### src/rtl/facp_pkg.sv
// facp_pkg: shared constants and types of the flash access permission check
// assumes: included before every design file of the block
package facp_pkg;

  // ----------------------------------------
  // protection levels, sources, areas, ops
  // ----------------------------------------
  typedef enum logic [1:0] {FACP_LVL_LOW, FACP_LVL_MID, FACP_LVL_HIGH} facp_level_t;
  typedef enum logic [1:0] {FACP_SRC_DEBUG, FACP_SRC_MAIN, FACP_SRC_SYSMEM, FACP_SRC_SRAM}
    facp_source_t;
  typedef enum logic [2:0] {FACP_AREA_MAIN, FACP_AREA_MASS, FACP_AREA_OPT, FACP_AREA_SYS,
    FACP_AREA_SRAM} facp_area_t;
  typedef enum logic [1:0] {FACP_OP_READ, FACP_OP_PROG, FACP_OP_PAGE_ERASE} facp_op_t;

  // ----------------------------------------
  // option byte values and address layout
  // ----------------------------------------
  localparam logic [7:0]  FACP_HIGH_BYTE      = 8'hcc;
  localparam logic [7:0]  FACP_HIGH_BYTE_CMP  = 8'h33;
  localparam logic [7:0]  FACP_LOW_BYTE       = 8'ha5;
  localparam int          FACP_ADDR_W         = 32;
  localparam logic [31:0] FACP_FIRST_4KB_SIZE = 32'h0000_1000;

endpackage

### src/rtl/facp_rule_check.sv
// facp_rule_check: combinational permission decision for one access
// assumes: level, source and area are already stable in the requesting cycle
`timescale 1ns/1ps
`default_nettype none
module facp_rule_check (
  input  wire facp_pkg::facp_level_t  level,
  input  wire facp_pkg::facp_source_t source,
  input  wire facp_pkg::facp_area_t   area,
  input  wire facp_pkg::facp_op_t     op,
  input  wire logic                   in_first_4kb,
  output logic                        allow
);

  always_comb
  begin
    allow = 1'b0;
    case (area)
      facp_pkg::FACP_AREA_SRAM: allow = 1'b1;
      facp_pkg::FACP_AREA_SYS:  allow = (source == facp_pkg::FACP_SRC_SYSMEM);
      facp_pkg::FACP_AREA_MASS:
        // no debug reaches anything but SRAM once the port is fused off
        allow = !(level == facp_pkg::FACP_LVL_HIGH && source == facp_pkg::FACP_SRC_DEBUG);
      facp_pkg::FACP_AREA_OPT:
        if (level == facp_pkg::FACP_LVL_HIGH)
        begin
          allow = (op == facp_pkg::FACP_OP_READ) && (source != facp_pkg::FACP_SRC_DEBUG);
        end
        else
        begin
          allow = 1'b1;
        end
      facp_pkg::FACP_AREA_MAIN:
        if (level == facp_pkg::FACP_LVL_LOW)
        begin
          allow = 1'b1;
        end
        else if (source == facp_pkg::FACP_SRC_DEBUG)
        begin
          allow = 1'b0;
        end
        else
        begin
          // erase here is always page erase; mass erase has its own area
          allow = !in_first_4kb || (op == facp_pkg::FACP_OP_READ);
        end
      default: allow = 1'b0;
    endcase
  end

endmodule
`default_nettype wire

### src/rtl/facp_level_decode.sv
// facp_level_decode: derives the protection level from the option bytes
// assumes: option bytes are held stable by the loader between reloads
`timescale 1ns/1ps
`default_nettype none
module facp_level_decode (
  input  wire logic [7:0]          read_protect_byte_one,
  input  wire logic [7:0]          read_protect_byte_two,
  input  wire logic [7:0]          read_protect_byte_two_complement,
  output facp_pkg::facp_level_t    level
);

  always_comb
  begin
    if (read_protect_byte_two == facp_pkg::FACP_HIGH_BYTE &&
        read_protect_byte_two_complement == facp_pkg::FACP_HIGH_BYTE_CMP)
    begin
      level = facp_pkg::FACP_LVL_HIGH;
    end
    else if (read_protect_byte_one == facp_pkg::FACP_LOW_BYTE)
    begin
      level = facp_pkg::FACP_LVL_LOW;
    end
    else
    begin
      level = facp_pkg::FACP_LVL_MID;
    end
  end

endmodule
`default_nettype wire

### src/rtl/facp_top.sv
// facp_top: flash access permission check and protection level control
// assumes: a flash controller behind it performs granted operations and
// reports done; requests are held until answered.
//
// Overview of operation
// lowest level: main array fully open everywhere
// middle: no debug; first 4KB read-only
// mass erase allowed at lowest and middle
// option bytes open, read-only at highest
// system memory only from system memory code
// lowest may move to middle or highest
// middle may move to lowest or highest
// lowering to lowest erases whole main array
// highest: no level change, debug disabled
// non-mass erase means page erase
// second byte 0xcc, complement 0x33 means highest
// after downgrade erase, rewrite first byte 0xa5
// forbidden access blocked, error flag raised
// SRAM always readable and writable
`timescale 1ns/1ps
`default_nettype none
module facp_top #(
  parameter int ADDR_W = facp_pkg::FACP_ADDR_W
) (
  input  wire logic                   core_clk,
  input  wire logic                   rst,
  // access request from bus master or debug port
  input  wire logic                   req_valid,
  input  wire facp_pkg::facp_source_t req_source,
  input  wire facp_pkg::facp_area_t   req_area,
  input  wire facp_pkg::facp_op_t     req_op,
  input  wire logic [ADDR_W-1:0]      req_offset,
  output logic                        req_ready,
  output logic                        req_grant_q,
  output logic                        req_error_q,
  // level change request
  input  wire logic                   lvl_req,
  input  wire facp_pkg::facp_level_t  lvl_target,
  output logic                        lvl_refused_q,
  // option bytes as loaded
  input  wire logic [7:0]             read_protect_byte_one,
  input  wire logic [7:0]             read_protect_byte_two,
  input  wire logic [7:0]             read_protect_byte_two_complement,
  // towards the flash array controller
  output logic                        fl_mass_erase_q,
  output logic                        fl_opt_write_q,
  output logic [7:0]                  fl_opt_data_q,
  output logic                        fl_opt_high_q,
  input  wire logic                   fl_done,
  // state and error to software / debug block
  output facp_pkg::facp_level_t       level_q,
  output logic                        debug_enable_q,
  output logic                        busy_q,
  input  wire logic                   err_clear
);

  typedef enum logic [1:0] {FACP_ST_IDLE, FACP_ST_ERASE, FACP_ST_REWRITE, FACP_ST_RAISE}
    facp_state_t;

  facp_state_t           state_q;
  facp_state_t           state_d;
  facp_pkg::facp_level_t level_dec;
  facp_pkg::facp_level_t level_d;
  logic                  allow;
  logic                  in_first_4kb;
  logic                  grant_d;
  logic                  error_d;
  logic                  refused_d;
  logic                  mass_d;
  logic                  optw_d;
  logic [7:0]            optd_d;
  logic                  opth_d;

  // ----------------------------------------
  // level decode and permission decision
  // ----------------------------------------
  facp_level_decode u_decode (
    .read_protect_byte_one            (read_protect_byte_one),
    .read_protect_byte_two            (read_protect_byte_two),
    .read_protect_byte_two_complement (read_protect_byte_two_complement),
    .level                            (level_dec)
  );

  assign in_first_4kb = (req_offset < facp_pkg::FACP_FIRST_4KB_SIZE[ADDR_W-1:0]);

  facp_rule_check u_check (
    .level        (level_q),
    .source       (req_source),
    .area         (req_area),
    .op           (req_op),
    .in_first_4kb (in_first_4kb),
    .allow        (allow)
  );

  // accesses wait while a downgrade is running
  assign req_ready = (state_q == FACP_ST_IDLE);

  // ----------------------------------------
  // sequencing
  // ----------------------------------------
  always_comb
  begin
    state_d   = state_q;
    level_d   = level_q;
    grant_d   = 1'b0;
    error_d   = req_error_q && !err_clear;
    refused_d = 1'b0;
    mass_d    = 1'b0;
    optw_d    = 1'b0;
    optd_d    = fl_opt_data_q;
    opth_d    = fl_opt_high_q;
    case (state_q)
      FACP_ST_IDLE:
      begin
        // level follows the option bytes while nothing is in flight
        level_d = level_dec;
        if (lvl_req)
        begin
          case (level_q)
            facp_pkg::FACP_LVL_LOW:
              if (lvl_target == facp_pkg::FACP_LVL_LOW)
              begin
                refused_d = 1'b1;
              end
              else
              begin
                optw_d  = 1'b1;
                opth_d  = (lvl_target == facp_pkg::FACP_LVL_HIGH);
                optd_d  = 8'h00;
                state_d = FACP_ST_RAISE;
              end
            facp_pkg::FACP_LVL_MID:
              if (lvl_target == facp_pkg::FACP_LVL_LOW)
              begin
                mass_d  = 1'b1;
                state_d = FACP_ST_ERASE;
              end
              else if (lvl_target == facp_pkg::FACP_LVL_HIGH)
              begin
                optw_d  = 1'b1;
                opth_d  = 1'b1;
                optd_d  = 8'h00;
                state_d = FACP_ST_RAISE;
              end
              else
              begin
                refused_d = 1'b1;
              end
            default: refused_d = 1'b1;
          endcase
        end
        else if (req_valid)
        begin
          grant_d = allow;
          if (!allow)
          begin
            error_d = 1'b1;
          end
        end
      end
      FACP_ST_ERASE:
        // protection stays at middle until the a5 rewrite after the erase completes
        if (fl_done)
        begin
          optw_d  = 1'b1;
          opth_d  = 1'b0;
          optd_d  = facp_pkg::FACP_LOW_BYTE;
          state_d = FACP_ST_REWRITE;
        end
      FACP_ST_REWRITE:
        if (fl_done)
        begin
          level_d = facp_pkg::FACP_LVL_LOW;
          state_d = FACP_ST_IDLE;
        end
      FACP_ST_RAISE:
        if (fl_done)
        begin
          level_d = opth_d ? facp_pkg::FACP_LVL_HIGH : facp_pkg::FACP_LVL_MID;
          state_d = FACP_ST_IDLE;
        end
      default: state_d = FACP_ST_IDLE;
    endcase
  end

  always_ff @(posedge core_clk or posedge rst)
  begin
    if (rst)
    begin
      // start at the safest level until option bytes are seen
      state_q         <= FACP_ST_IDLE;
      level_q         <= facp_pkg::FACP_LVL_HIGH;
      req_grant_q     <= 1'b0;
      req_error_q     <= 1'b0;
      lvl_refused_q   <= 1'b0;
      fl_mass_erase_q <= 1'b0;
      fl_opt_write_q  <= 1'b0;
      fl_opt_data_q   <= 8'h00;
      fl_opt_high_q   <= 1'b0;
      debug_enable_q  <= 1'b0;
      busy_q          <= 1'b0;
    end
    else
    begin
      state_q         <= state_d;
      level_q         <= level_d;
      req_grant_q     <= grant_d;
      req_error_q     <= error_d;
      lvl_refused_q   <= refused_d;
      fl_mass_erase_q <= mass_d;
      fl_opt_write_q  <= optw_d;
      fl_opt_data_q   <= optd_d;
      fl_opt_high_q   <= opth_d;
      debug_enable_q  <= (level_d != facp_pkg::FACP_LVL_HIGH);
      busy_q          <= (state_d != FACP_ST_IDLE);
    end
  end

endmodule
`default_nettype wire

### config.mk
export PLATFORM = sky130hd
export DESIGN_NAME = facp_top
export DESIGN_NICKNAME = d
export VERILOG_FILES = /design/src/rtl/facp_pkg.sv /design/src/rtl/facp_rule_check.sv /design/src/rtl/facp_level_decode.sv /design/src/rtl/facp_top.sv
export SDC_FILE = /design/constraint.sdc
export NUM_CORES = 1
export LEC_CHECK = 0
export BUFFER_PORTS_ARGS = -buffer_cell sky130_fd_sc_hd__buf_2
export CAP_MARGIN = 15
export CORE_MARGIN = 2
export CORE_UTILIZATION = 30
export DETAILED_ROUTE_END_ITERATION = 10
export PLACE_DENSITY = 0.69
export REMOVE_ABC_BUFFERS = 1
export SETUP_SLACK_MARGIN = 0.2
export SYNTH_ARGS = -nofsm -noshare
export SYNTH_HDL_FRONTEND = slang
export SYNTH_SLANG_ARGS = --single-unit
### constraint.sdc
create_clock -name core_clk -period 3.7 [get_ports core_clk]
set_input_delay 1.11 -clock core_clk [delete_from_list [all_inputs] [get_ports core_clk]]
set_output_delay 1.11 -clock core_clk [all_outputs]
set_load 0.05 [all_outputs]
==> results of run 1 <==
-- metal layers --
layer / vias up / track usage (%) / wire length [microns]
met4: 0 / 6.82 / 17
met3: 2 / 2.64 / 265
li1: 478 / - / -
met1: 432 / 17.0 / 939
met5: - / 0 / 0
met2: 63 / 24.0 / 1120
-- synthesized netlist by cell type --
master,instances
sky130_fd_sc_hd__or2b_1,1
sky130_fd_sc_hd__nor3_2,1
sky130_fd_sc_hd__a32o_2,1
sky130_fd_sc_hd__buf_4,7
sky130_fd_sc_hd__a211oi_2,3
sky130_fd_sc_hd__buf_6,1
sky130_fd_sc_hd__conb_1,1
sky130_fd_sc_hd__nor4b_1,1
sky130_fd_sc_hd__nor2_2,1
sky130_fd_sc_hd__nor4bb_1,6
sky130_fd_sc_hd__dfrtp_1,12
sky130_fd_sc_hd__o211ai_1,1
sky130_fd_sc_hd__nor2b_1,2
sky130_fd_sc_hd__buf_2,2
sky130_fd_sc_hd__nand4_1,2
sky130_fd_sc_hd__a211o_1,1
sky130_fd_sc_hd__nor3b_2,1
sky130_fd_sc_hd__dfstp_2,1
sky130_fd_sc_hd__o311ai_2,1
sky130_fd_sc_hd__o21ai_1,2
sky130_fd_sc_hd__nand2b_1,6
sky130_fd_sc_hd__inv_1,5
sky130_fd_sc_hd__and2_1,2
sky130_fd_sc_hd__o21ba_1,1
sky130_fd_sc_hd__o21a_1,1
sky130_fd_sc_hd__a2111oi_1,1
sky130_fd_sc_hd__a32o_1,1
sky130_fd_sc_hd__and3b_1,1
sky130_fd_sc_hd__nand2_1,4
sky130_fd_sc_hd__nor3_1,3
sky130_fd_sc_hd__a22oi_1,1
sky130_fd_sc_hd__a22o_1,1
sky130_fd_sc_hd__a21oi_1,3
sky130_fd_sc_hd__a21boi_1,2
sky130_fd_sc_hd__nor2_1,3
sky130_fd_sc_hd__o21bai_2,1
sky130_fd_sc_hd__and3_1,1
sky130_fd_sc_hd__nor4_1,5
sky130_fd_sc_hd__a211oi_1,2
sky130_fd_sc_hd__o22ai_1,1
-- through the flow --
step	hold slack, ns	util, %
floorplan	0.618	-
global placement	0.479	44.2
detailed placement	0.493	44.2
CTS	0.511	45.1
global route	0.538	45.1
finish	0.502	45.1
-- how the worst max path moves through the flow --
stage                                         from          endpoint  slack, ns  cells after the start
final                                   state_q[0]         req_ready       1.28                      2
after global routing                    state_q[0]         req_ready       1.20                      2
after CTS                               state_q[0]         req_ready       1.28                      2
after detailed placement  read_protect_byte_two[5]    debug_enable_q       1.51                      5
after global placement    read_protect_byte_two[5]    debug_enable_q       1.53                      5
after floorplan                   fl_opt_data_q[5]  fl_opt_data_q[0]       1.10                      0
-- power by group through the flow --
stage	combinational, mW	sequential [mW]	clock [mW]
after floorplan	0.154	0.415	0
after detailed placement	0.440	0.254	0
final	0.439	0.251	0.0869
after CTS	0.441	0.250	0.0904
after global placement	0.436	0.248	0
after global routing	0.469	0.260	0.0978
-- cell type report --
cell class | count | area, sq um
fill | 283 | 1540
clock buffer | 4 | 26.3
timing repair buffer | 73 | 365
tap | 31 | 38.8
sequential | 13 | 327
multi-input combinational | 68 | 490
inverter | 5 | 18.8
-- cells by family after synthesis --
group	after synthesis	synth area share (%)
buffers and inverters	15	10.3
flip-flops	13	36.4
AO/OA/AOI/OAI	24	23.1
AND/OR/NAND/NOR	40	29.8
other	1	0.417
-- worst max-delay path, delay by kind of cell, from the launching register on --
kind | cells | cell delay (ns)
flip-flops | 1 | 0.50
AND/OR/NAND/NOR | 1 | 0.24
buffers and inverters | 1 | 0.30
-- cell usage in the layout, fill, tap and decap left out, types with 2 or more instances in the layout --
master,synthesis,layout
sky130_fd_sc_hd__a211oi_1,2,2
sky130_fd_sc_hd__a211oi_2,3,3
sky130_fd_sc_hd__a21boi_1,2,2
sky130_fd_sc_hd__a21oi_1,3,3
sky130_fd_sc_hd__and2_1,2,2
sky130_fd_sc_hd__buf_2,2,73
sky130_fd_sc_hd__clkbuf_4,0,3
sky130_fd_sc_hd__conb_1,1,4
sky130_fd_sc_hd__dfrtp_1,12,12
sky130_fd_sc_hd__inv_1,5,5
sky130_fd_sc_hd__nand2_1,4,4
sky130_fd_sc_hd__nand2b_1,6,6
sky130_fd_sc_hd__nand4_1,2,2
sky130_fd_sc_hd__nor2_1,3,3
sky130_fd_sc_hd__nor2b_1,2,2
sky130_fd_sc_hd__nor3_1,3,3
sky130_fd_sc_hd__nor4_1,5,5
sky130_fd_sc_hd__nor4bb_1,6,6
sky130_fd_sc_hd__o21ai_1,2,2
==> insert_results.sql, run 1 <==
INSERT INTO impl_metrics (metric_group, metric, value, unit) VALUES
('setup_path', 'slowest_stage', 'sky130_fd_sc_hd__dfrtp_1', ''),
('detailed_routing', 'finalWirelength', '2.35', 'mm'),
('timing', 'fin_worst_skew', '0.00631', 'ns'),
('setup_path', 'critical_path_arrival', '1.31', 'ns'),
('cells_and_area', 'layout-drive-gt1-share', '52.8', '%'),
('logic_synthesis', 'postSynthCellCount', '93', ''),
('global_route', 'initial_antenna_violation_count', '0', ''),
('cts', 'clockRootBuffer', 'sky130_fd_sc_hd__clkbuf_4', ''),
('cts', 'postCtsSetupBuffers', '0', ''),
('die', 'chipWidth', '58.7', 'microns'),
('power', 'switch_share', '53.7', '%'),
('outcome', 'outcome', 'complete, but fails checks', ''),
('detailed_routing', 'post-route-drc-count', '5', ''),
('timing', 'final.setup.worst_slack', '1.28', 'ns'),
('power', 'power.switching', '417', 'uW'),
('placed_design', 'dp_hpwl', '1.99', 'mm'),
('setup_path', 'critical_path.reg2reg.startpoint', 'level_q[1]', ''),
('timing', 'final-hold-violation-count', '0', ''),
('detailed_routing', 'detail-route-antenna-nets', '0', ''),
('placed_design', 'io_buffer_count', '73', ''),
('setup_path', 'cp.required', '2.59', 'ns'),
('global_route', 'wire_length_of_the_first_global_routing_pass', '3.75', 'mm'),
('die', 'design.core.area', '2810', 'sq um'),
('logic_synthesis', 'synthTopCellsByArea', 'sky130_fd_sc_hd__dfrtp_1 33%, sky130_fd_sc_hd__nor4bb_1 6.7%, sky130_fd_sc_hd__buf_4 5.8%', ''),
('logic_synthesis', 'ys_types', '40', ''),
('setup_path', 'ff2ff_setup_slack', '2.26', 'ns'),
('cells_and_area', 'finish.cell_count_without_fillers', '194', ''),
('logic_synthesis', 'postSynthRegisterBits', '13', ''),
('die', 'die_area', '3450', 'sq um'),
('cells_and_area', 'reg_top3', 'level_q x2, state_q x2', ''),
('power', 'share_of_power_burned_in_combinational_logic', '56.5', '%'),
('cts', 'cts.repair.resized', '0', ''),
('power', 'power_density', '613', 'nW/um^2'),
('placed_design', 'placement.cell_area', '1240', 'sq um'),
('detailed_routing', 'drt_first_iter_violations', '69', ''),
('timing', 'rsz0062_at_grt', 'no', ''),
('cts', 'clk-insertion-delay-late', '0.28', 'ns'),
('logic_synthesis', 'synthesis.area_per_instance', '9.66', 'sq um'),
('setup_path', 'cp_max_fo', '10', ''),
('die', 'initial_core_util', '32.0', '%'),
('flow_run', 'cap_viol_max_count', '0', ''),
('power', 'power_consumption', '776', 'uW'),
('setup_path', 'worst_r2r_endpoint', 'busy_q', ''),
('worst_hold_path', 'hold-path-endpoint', 'req_error_q', ''),
('setup_path', 'cp_cell_sequence', 'nor2_2 -> buf_2', ''),
('outcome', 'failed_checks', 'design-rule violations', ''),
('detailed_routing', 'routed_wire_length_per_instance', '12.1', 'microns'),
('timing', 'final.min_clock_period', '2.42', 'ns'),
('placed_design', 'preCtsSetupSlack', '1.51', 'ns'),
('die', 'chipHeight', '58.7', 'microns'),
('power', 'power.share.sequential', '32.3', '%'),
('logic_synthesis', 'synth_largest_area_cell', 'sky130_fd_sc_hd__dfrtp_1', ''),
('die', 'ioPinCount', '90', ''),
('timing', 'timing.final.max_slew_violations', '0', ''),
('cts', 'post_cts_hold_buffers', '0', ''),
('timing', 'achievable-frequency', '414', 'MHz'),
('global_route', 'gr-usage-all-layers', '14.1', '%'),
('logic_synthesis', 'synth_top_cell_area_share', '33.4', '%'),
('cells_and_area', 'fin_nets', '235', ''),
('cts', 'cts_buffers', '3', ''),
('placed_design', 'dp_cells', '190', ''),
('cts', 'cts_tree', 'yes', ''),
('timing', 'finalSetupViolations', '0', ''),
('worst_hold_path', 'worstHoldStart', 'req_error_q', ''),
('power', 'leakage', '0.653', 'nW'),
('placed_design', 'gp_congestion', '0.806', ''),
('global_route', 'grt_overflow', '0', ''),
('setup_path', 'cp-end-kind', 'primary output', ''),
('power', 'internal-power', '360', 'uW'),
('logic_synthesis', 'yosysWarningCount', '0', ''),
('timing', 'setup_total_negative_slack', '0', 'ns');
No activity file was read; power rests on OpenSTA's default activity.
==> inputs of run 2 (changes only) <==
==> constraint.sdc (replaced) <==
create_clock -name core_clk -period 2.5 [get_ports core_clk]
set_input_delay 0.75 -clock core_clk [delete_from_list [all_inputs] [get_ports core_clk]]
set_output_delay 0.75 -clock core_clk [all_outputs]
set_load 0.05 [all_outputs]
==> run 2 against run 1 <==
Effect of this change: the flow still finishes with violations (design-rule violations); critical path depth is the same; critical endpoint unchanged; sequential cell count is the same; total power grew 48%; critical path type unchanged; core utilization is the same; cell count is the same; highest routed layer is now met3.
==> insert_results.sql, run 2 (same netlist as run 1, synthesis figures left out) <==
INSERT INTO impl_metrics (metric_group, metric, value, unit) VALUES
('cts', 'clock_sinks', '13', ''),
('die', 'design.core.area', '2810', 'sq um'),
('placed_design', 'preCtsSetupSlack', '0.670', 'ns'),
('setup_path', 'critical_path_arrival', '1.32', 'ns'),
('cts', 'cts_buffers', '3', ''),
('global_route', 'grt_start_max_net_pins', '14', ''),
('cts', 'clk-insertion-delay-late', '0.27', 'ns'),
('die', 'ioPinCount', '90', ''),
('timing', 'fin_worst_skew', '0.00287', 'ns'),
('detailed_routing', 'dr.max_layer_used', 'met3', ''),
('global_route', 'vias_in_the_first_global_route', '941', ''),
('timing', 'final.min_clock_period', '2.07', 'ns'),
('timing', 'final-hold-violation-count', '0', ''),
('cells_and_area', 'reg_top3', 'level_q x2, state_q x2', ''),
('global_route', 'grt_overflow', '0', ''),
('detailed_routing', 'met2_wirelength', '1.17', 'mm'),
('cells_and_area', 'layout-drive-gt1-share', '52.8', '%'),
('setup_path', 'worst-r2r-cell-count', '4', ''),
('power', 'power_consumption', '1.15', 'mW'),
('die', 'rows', '19', ''),
('detailed_routing', 'finalWirelength', '2.34', 'mm'),
('timing', 'achievable-frequency', '483', 'MHz'),
('cts', 'postCtsSetupBuffers', '0', ''),
('detailed_routing', 'detail-route-antenna-nets', '0', ''),
('cells_and_area', 'area_growth_syn_to_layout', '40.9', '%'),
('power', 'power_density', '910', 'nW/um^2'),
('placed_design', 'dp_cells', '190', ''),
('cts', 'cts.repair.resized', '0', ''),
('timing', 'timing.final.max_slew_violations', '0', ''),
('power', 'leakage', '0.653', 'nW'),
('timing', 'final.setup.worst_slack', '0.428', 'ns'),
('power', 'ir_worst_vdd', '244', 'uV'),
('setup_path', 'cp_max_fo', '10', ''),
('timing', 'fin_worst_hold_slack', '0.480', 'ns'),
('detailed_routing', 'post-route-drc-count', '5', ''),
('setup_path', 'critical_path.reg2reg.startpoint', 'level_q[0]', ''),
('cells_and_area', 'finish.cell_count_without_fillers', '194', ''),
('detailed_routing', 'num_vias', '981', ''),
('outcome', 'failed_checks', 'design-rule violations', ''),
('setup_path', 'ff2ff_setup_slack', '1.04', 'ns'),
('die', 'chipWidth', '58.7', 'microns'),
('cells_and_area', 'diodes', '0', ''),
('detailed_routing', 'routed_wire_length_per_instance', '12.1', 'microns'),
('setup_path', 'timing_startpoint_of_the_critical_path', 'state_q[0]', ''),
('cells_and_area', 'seqCellArea', '327', 'sq um'),
('outcome', 'outcome', 'complete, but fails checks', ''),
('detailed_routing', 'drt_first_iter_violations', '50', ''),
('cells_and_area', 'multi_input_gate_area', '490', 'sq um'),
('cts', 'clockRootBuffer', 'sky130_fd_sc_hd__clkbuf_4', ''),
('placed_design', 'gp_congestion', '0.807', ''),
('die', 'initial_core_util', '32.0', '%'),
('flow_run', 'cap_viol_max_count', '0', ''),
('die', 'chipHeight', '58.7', 'microns'),
('detailed_routing', 'met1Wirelength', '928', 'microns'),
('cells_and_area', 'fin_nets', '235', ''),
('cells_and_area', 'layout_commonest_cell', 'sky130_fd_sc_hd__buf_2', ''),
('cells_and_area', 'filler_cell_count', '286', ''),
('detailed_routing', 'first_pass_iters', '10', ''),
('detailed_routing', 'met3_wirelength', '239', 'microns'),
('setup_path', 'worst_r2r_endpoint', 'busy_q', ''),
('die', 'die_area', '3450', 'sq um'),
('global_route', 'initial_antenna_violation_count', '0', ''),
('timing', 'finalSetupViolations', '0', ''),
('placed_design', 'dp_hpwl', '1.98', 'mm'),
('timing', 'rsz0062_at_grt', 'no', ''),
('cts', 'path_clk_slew', '0.08', 'ns'),
('cts', 'clock_tree.htree_level_count', '1', ''),
('placed_design', 'io_buffer_count', '73', ''),
('detailed_routing', 'avgViaCountPerCell', '5.06', ''),
('setup_path', 'cp.required', '1.75', 'ns'),
('timing', 'min_period_over_period', '82.9', '%'),
('setup_path', 'cp-start-kind', 'flop', ''),
('cells_and_area', 'final_cell_mix', '73 x sky130_fd_sc_hd__buf_2, 12 x sky130_fd_sc_hd__dfrtp_1, 6 x sky130_fd_sc_hd__nor4bb_1, 6 x sky130_fd_sc_hd__nand2b_1', ''),
('global_route', 'wire_length_of_the_first_global_routing_pass', '3.86', 'mm'),
('setup_path', 'cp-end-kind', 'primary output', ''),
('worst_hold_path', 'timing.hold.worst.class', 'input pin to asynchronous set/reset pin', ''),
('cts', 'ctsLongestPathBuffers', '2', ''),
('setup_path', 'crit_type', 'flop to primary output', ''),
('cts', 'post_cts_hold_buffers', '0', ''),
('timing', 'setup_total_negative_slack', '0', 'ns'),
('global_route', 'gr-usage-all-layers', '14.3', '%'),
('cts', 'cts_tree', 'yes', '');
run 2: cell counts in the layout (fill, tap and decap cells not counted):
No cell type changed its count.
run 2: per-stage QoR:
stage | utilization [%] | area, sq um
2_1_floorplan | - | 836
3_3_place_gp | 44.2 | 1240
3_5_place_dp | 44.2 | 1240
4_1_cts | 45.1 | 1270
5_1_grt | 45.1 | 1270
6_report | 45.1 | 1270
run 2: routing by layer:
layer	vias up	global-route usage, %
met5	-	0
met4	0	3.90
met3	0	3.96
met2	59	26.0
met1	444	16.1
li1	478	-
run 2: area by class of cell:
| class | count | share of cell area (%) |
|---|---|---|
| Tap cell | 31 | 3.06 |
| Clock buffer | 4 | 2.08 |
| Timing Repair Buffer | 73 | 28.9 |
| Sequential cell | 13 | 25.8 |
| Multi-Input combinational cell | 68 | 38.7 |
| Inverter | 5 | 1.48 |
run 2: power by group:
part / internal, mW / leakage (nW) / switching (mW)
Clock: 0.0617 / 0.0150 / 0.0642
Sequential: 0.276 / 0.158 / 0.0962
Combinational: 0.195 / 0.481 / 0.459
Total: 0.532 / 0.653 / 0.620
run 2: critical path, stage by stage (launching register included):
cell and delay [ns]:
sky130_fd_sc_hd__dfrtp_1 0.51, sky130_fd_sc_hd__nor2_2 0.24, sky130_fd_sc_hd__buf_2 0.30
run 2: worst max-delay path by stage:
stage                        to  cells past startpoint
3_5_place_dp     debug_enable_q                      5
5_1_grt               req_ready                      2
3_3_place_gp     debug_enable_q                      5
6_report              req_ready                      2
2_1_floorplan  fl_opt_data_q[0]                      0
4_1_cts               req_ready                      2
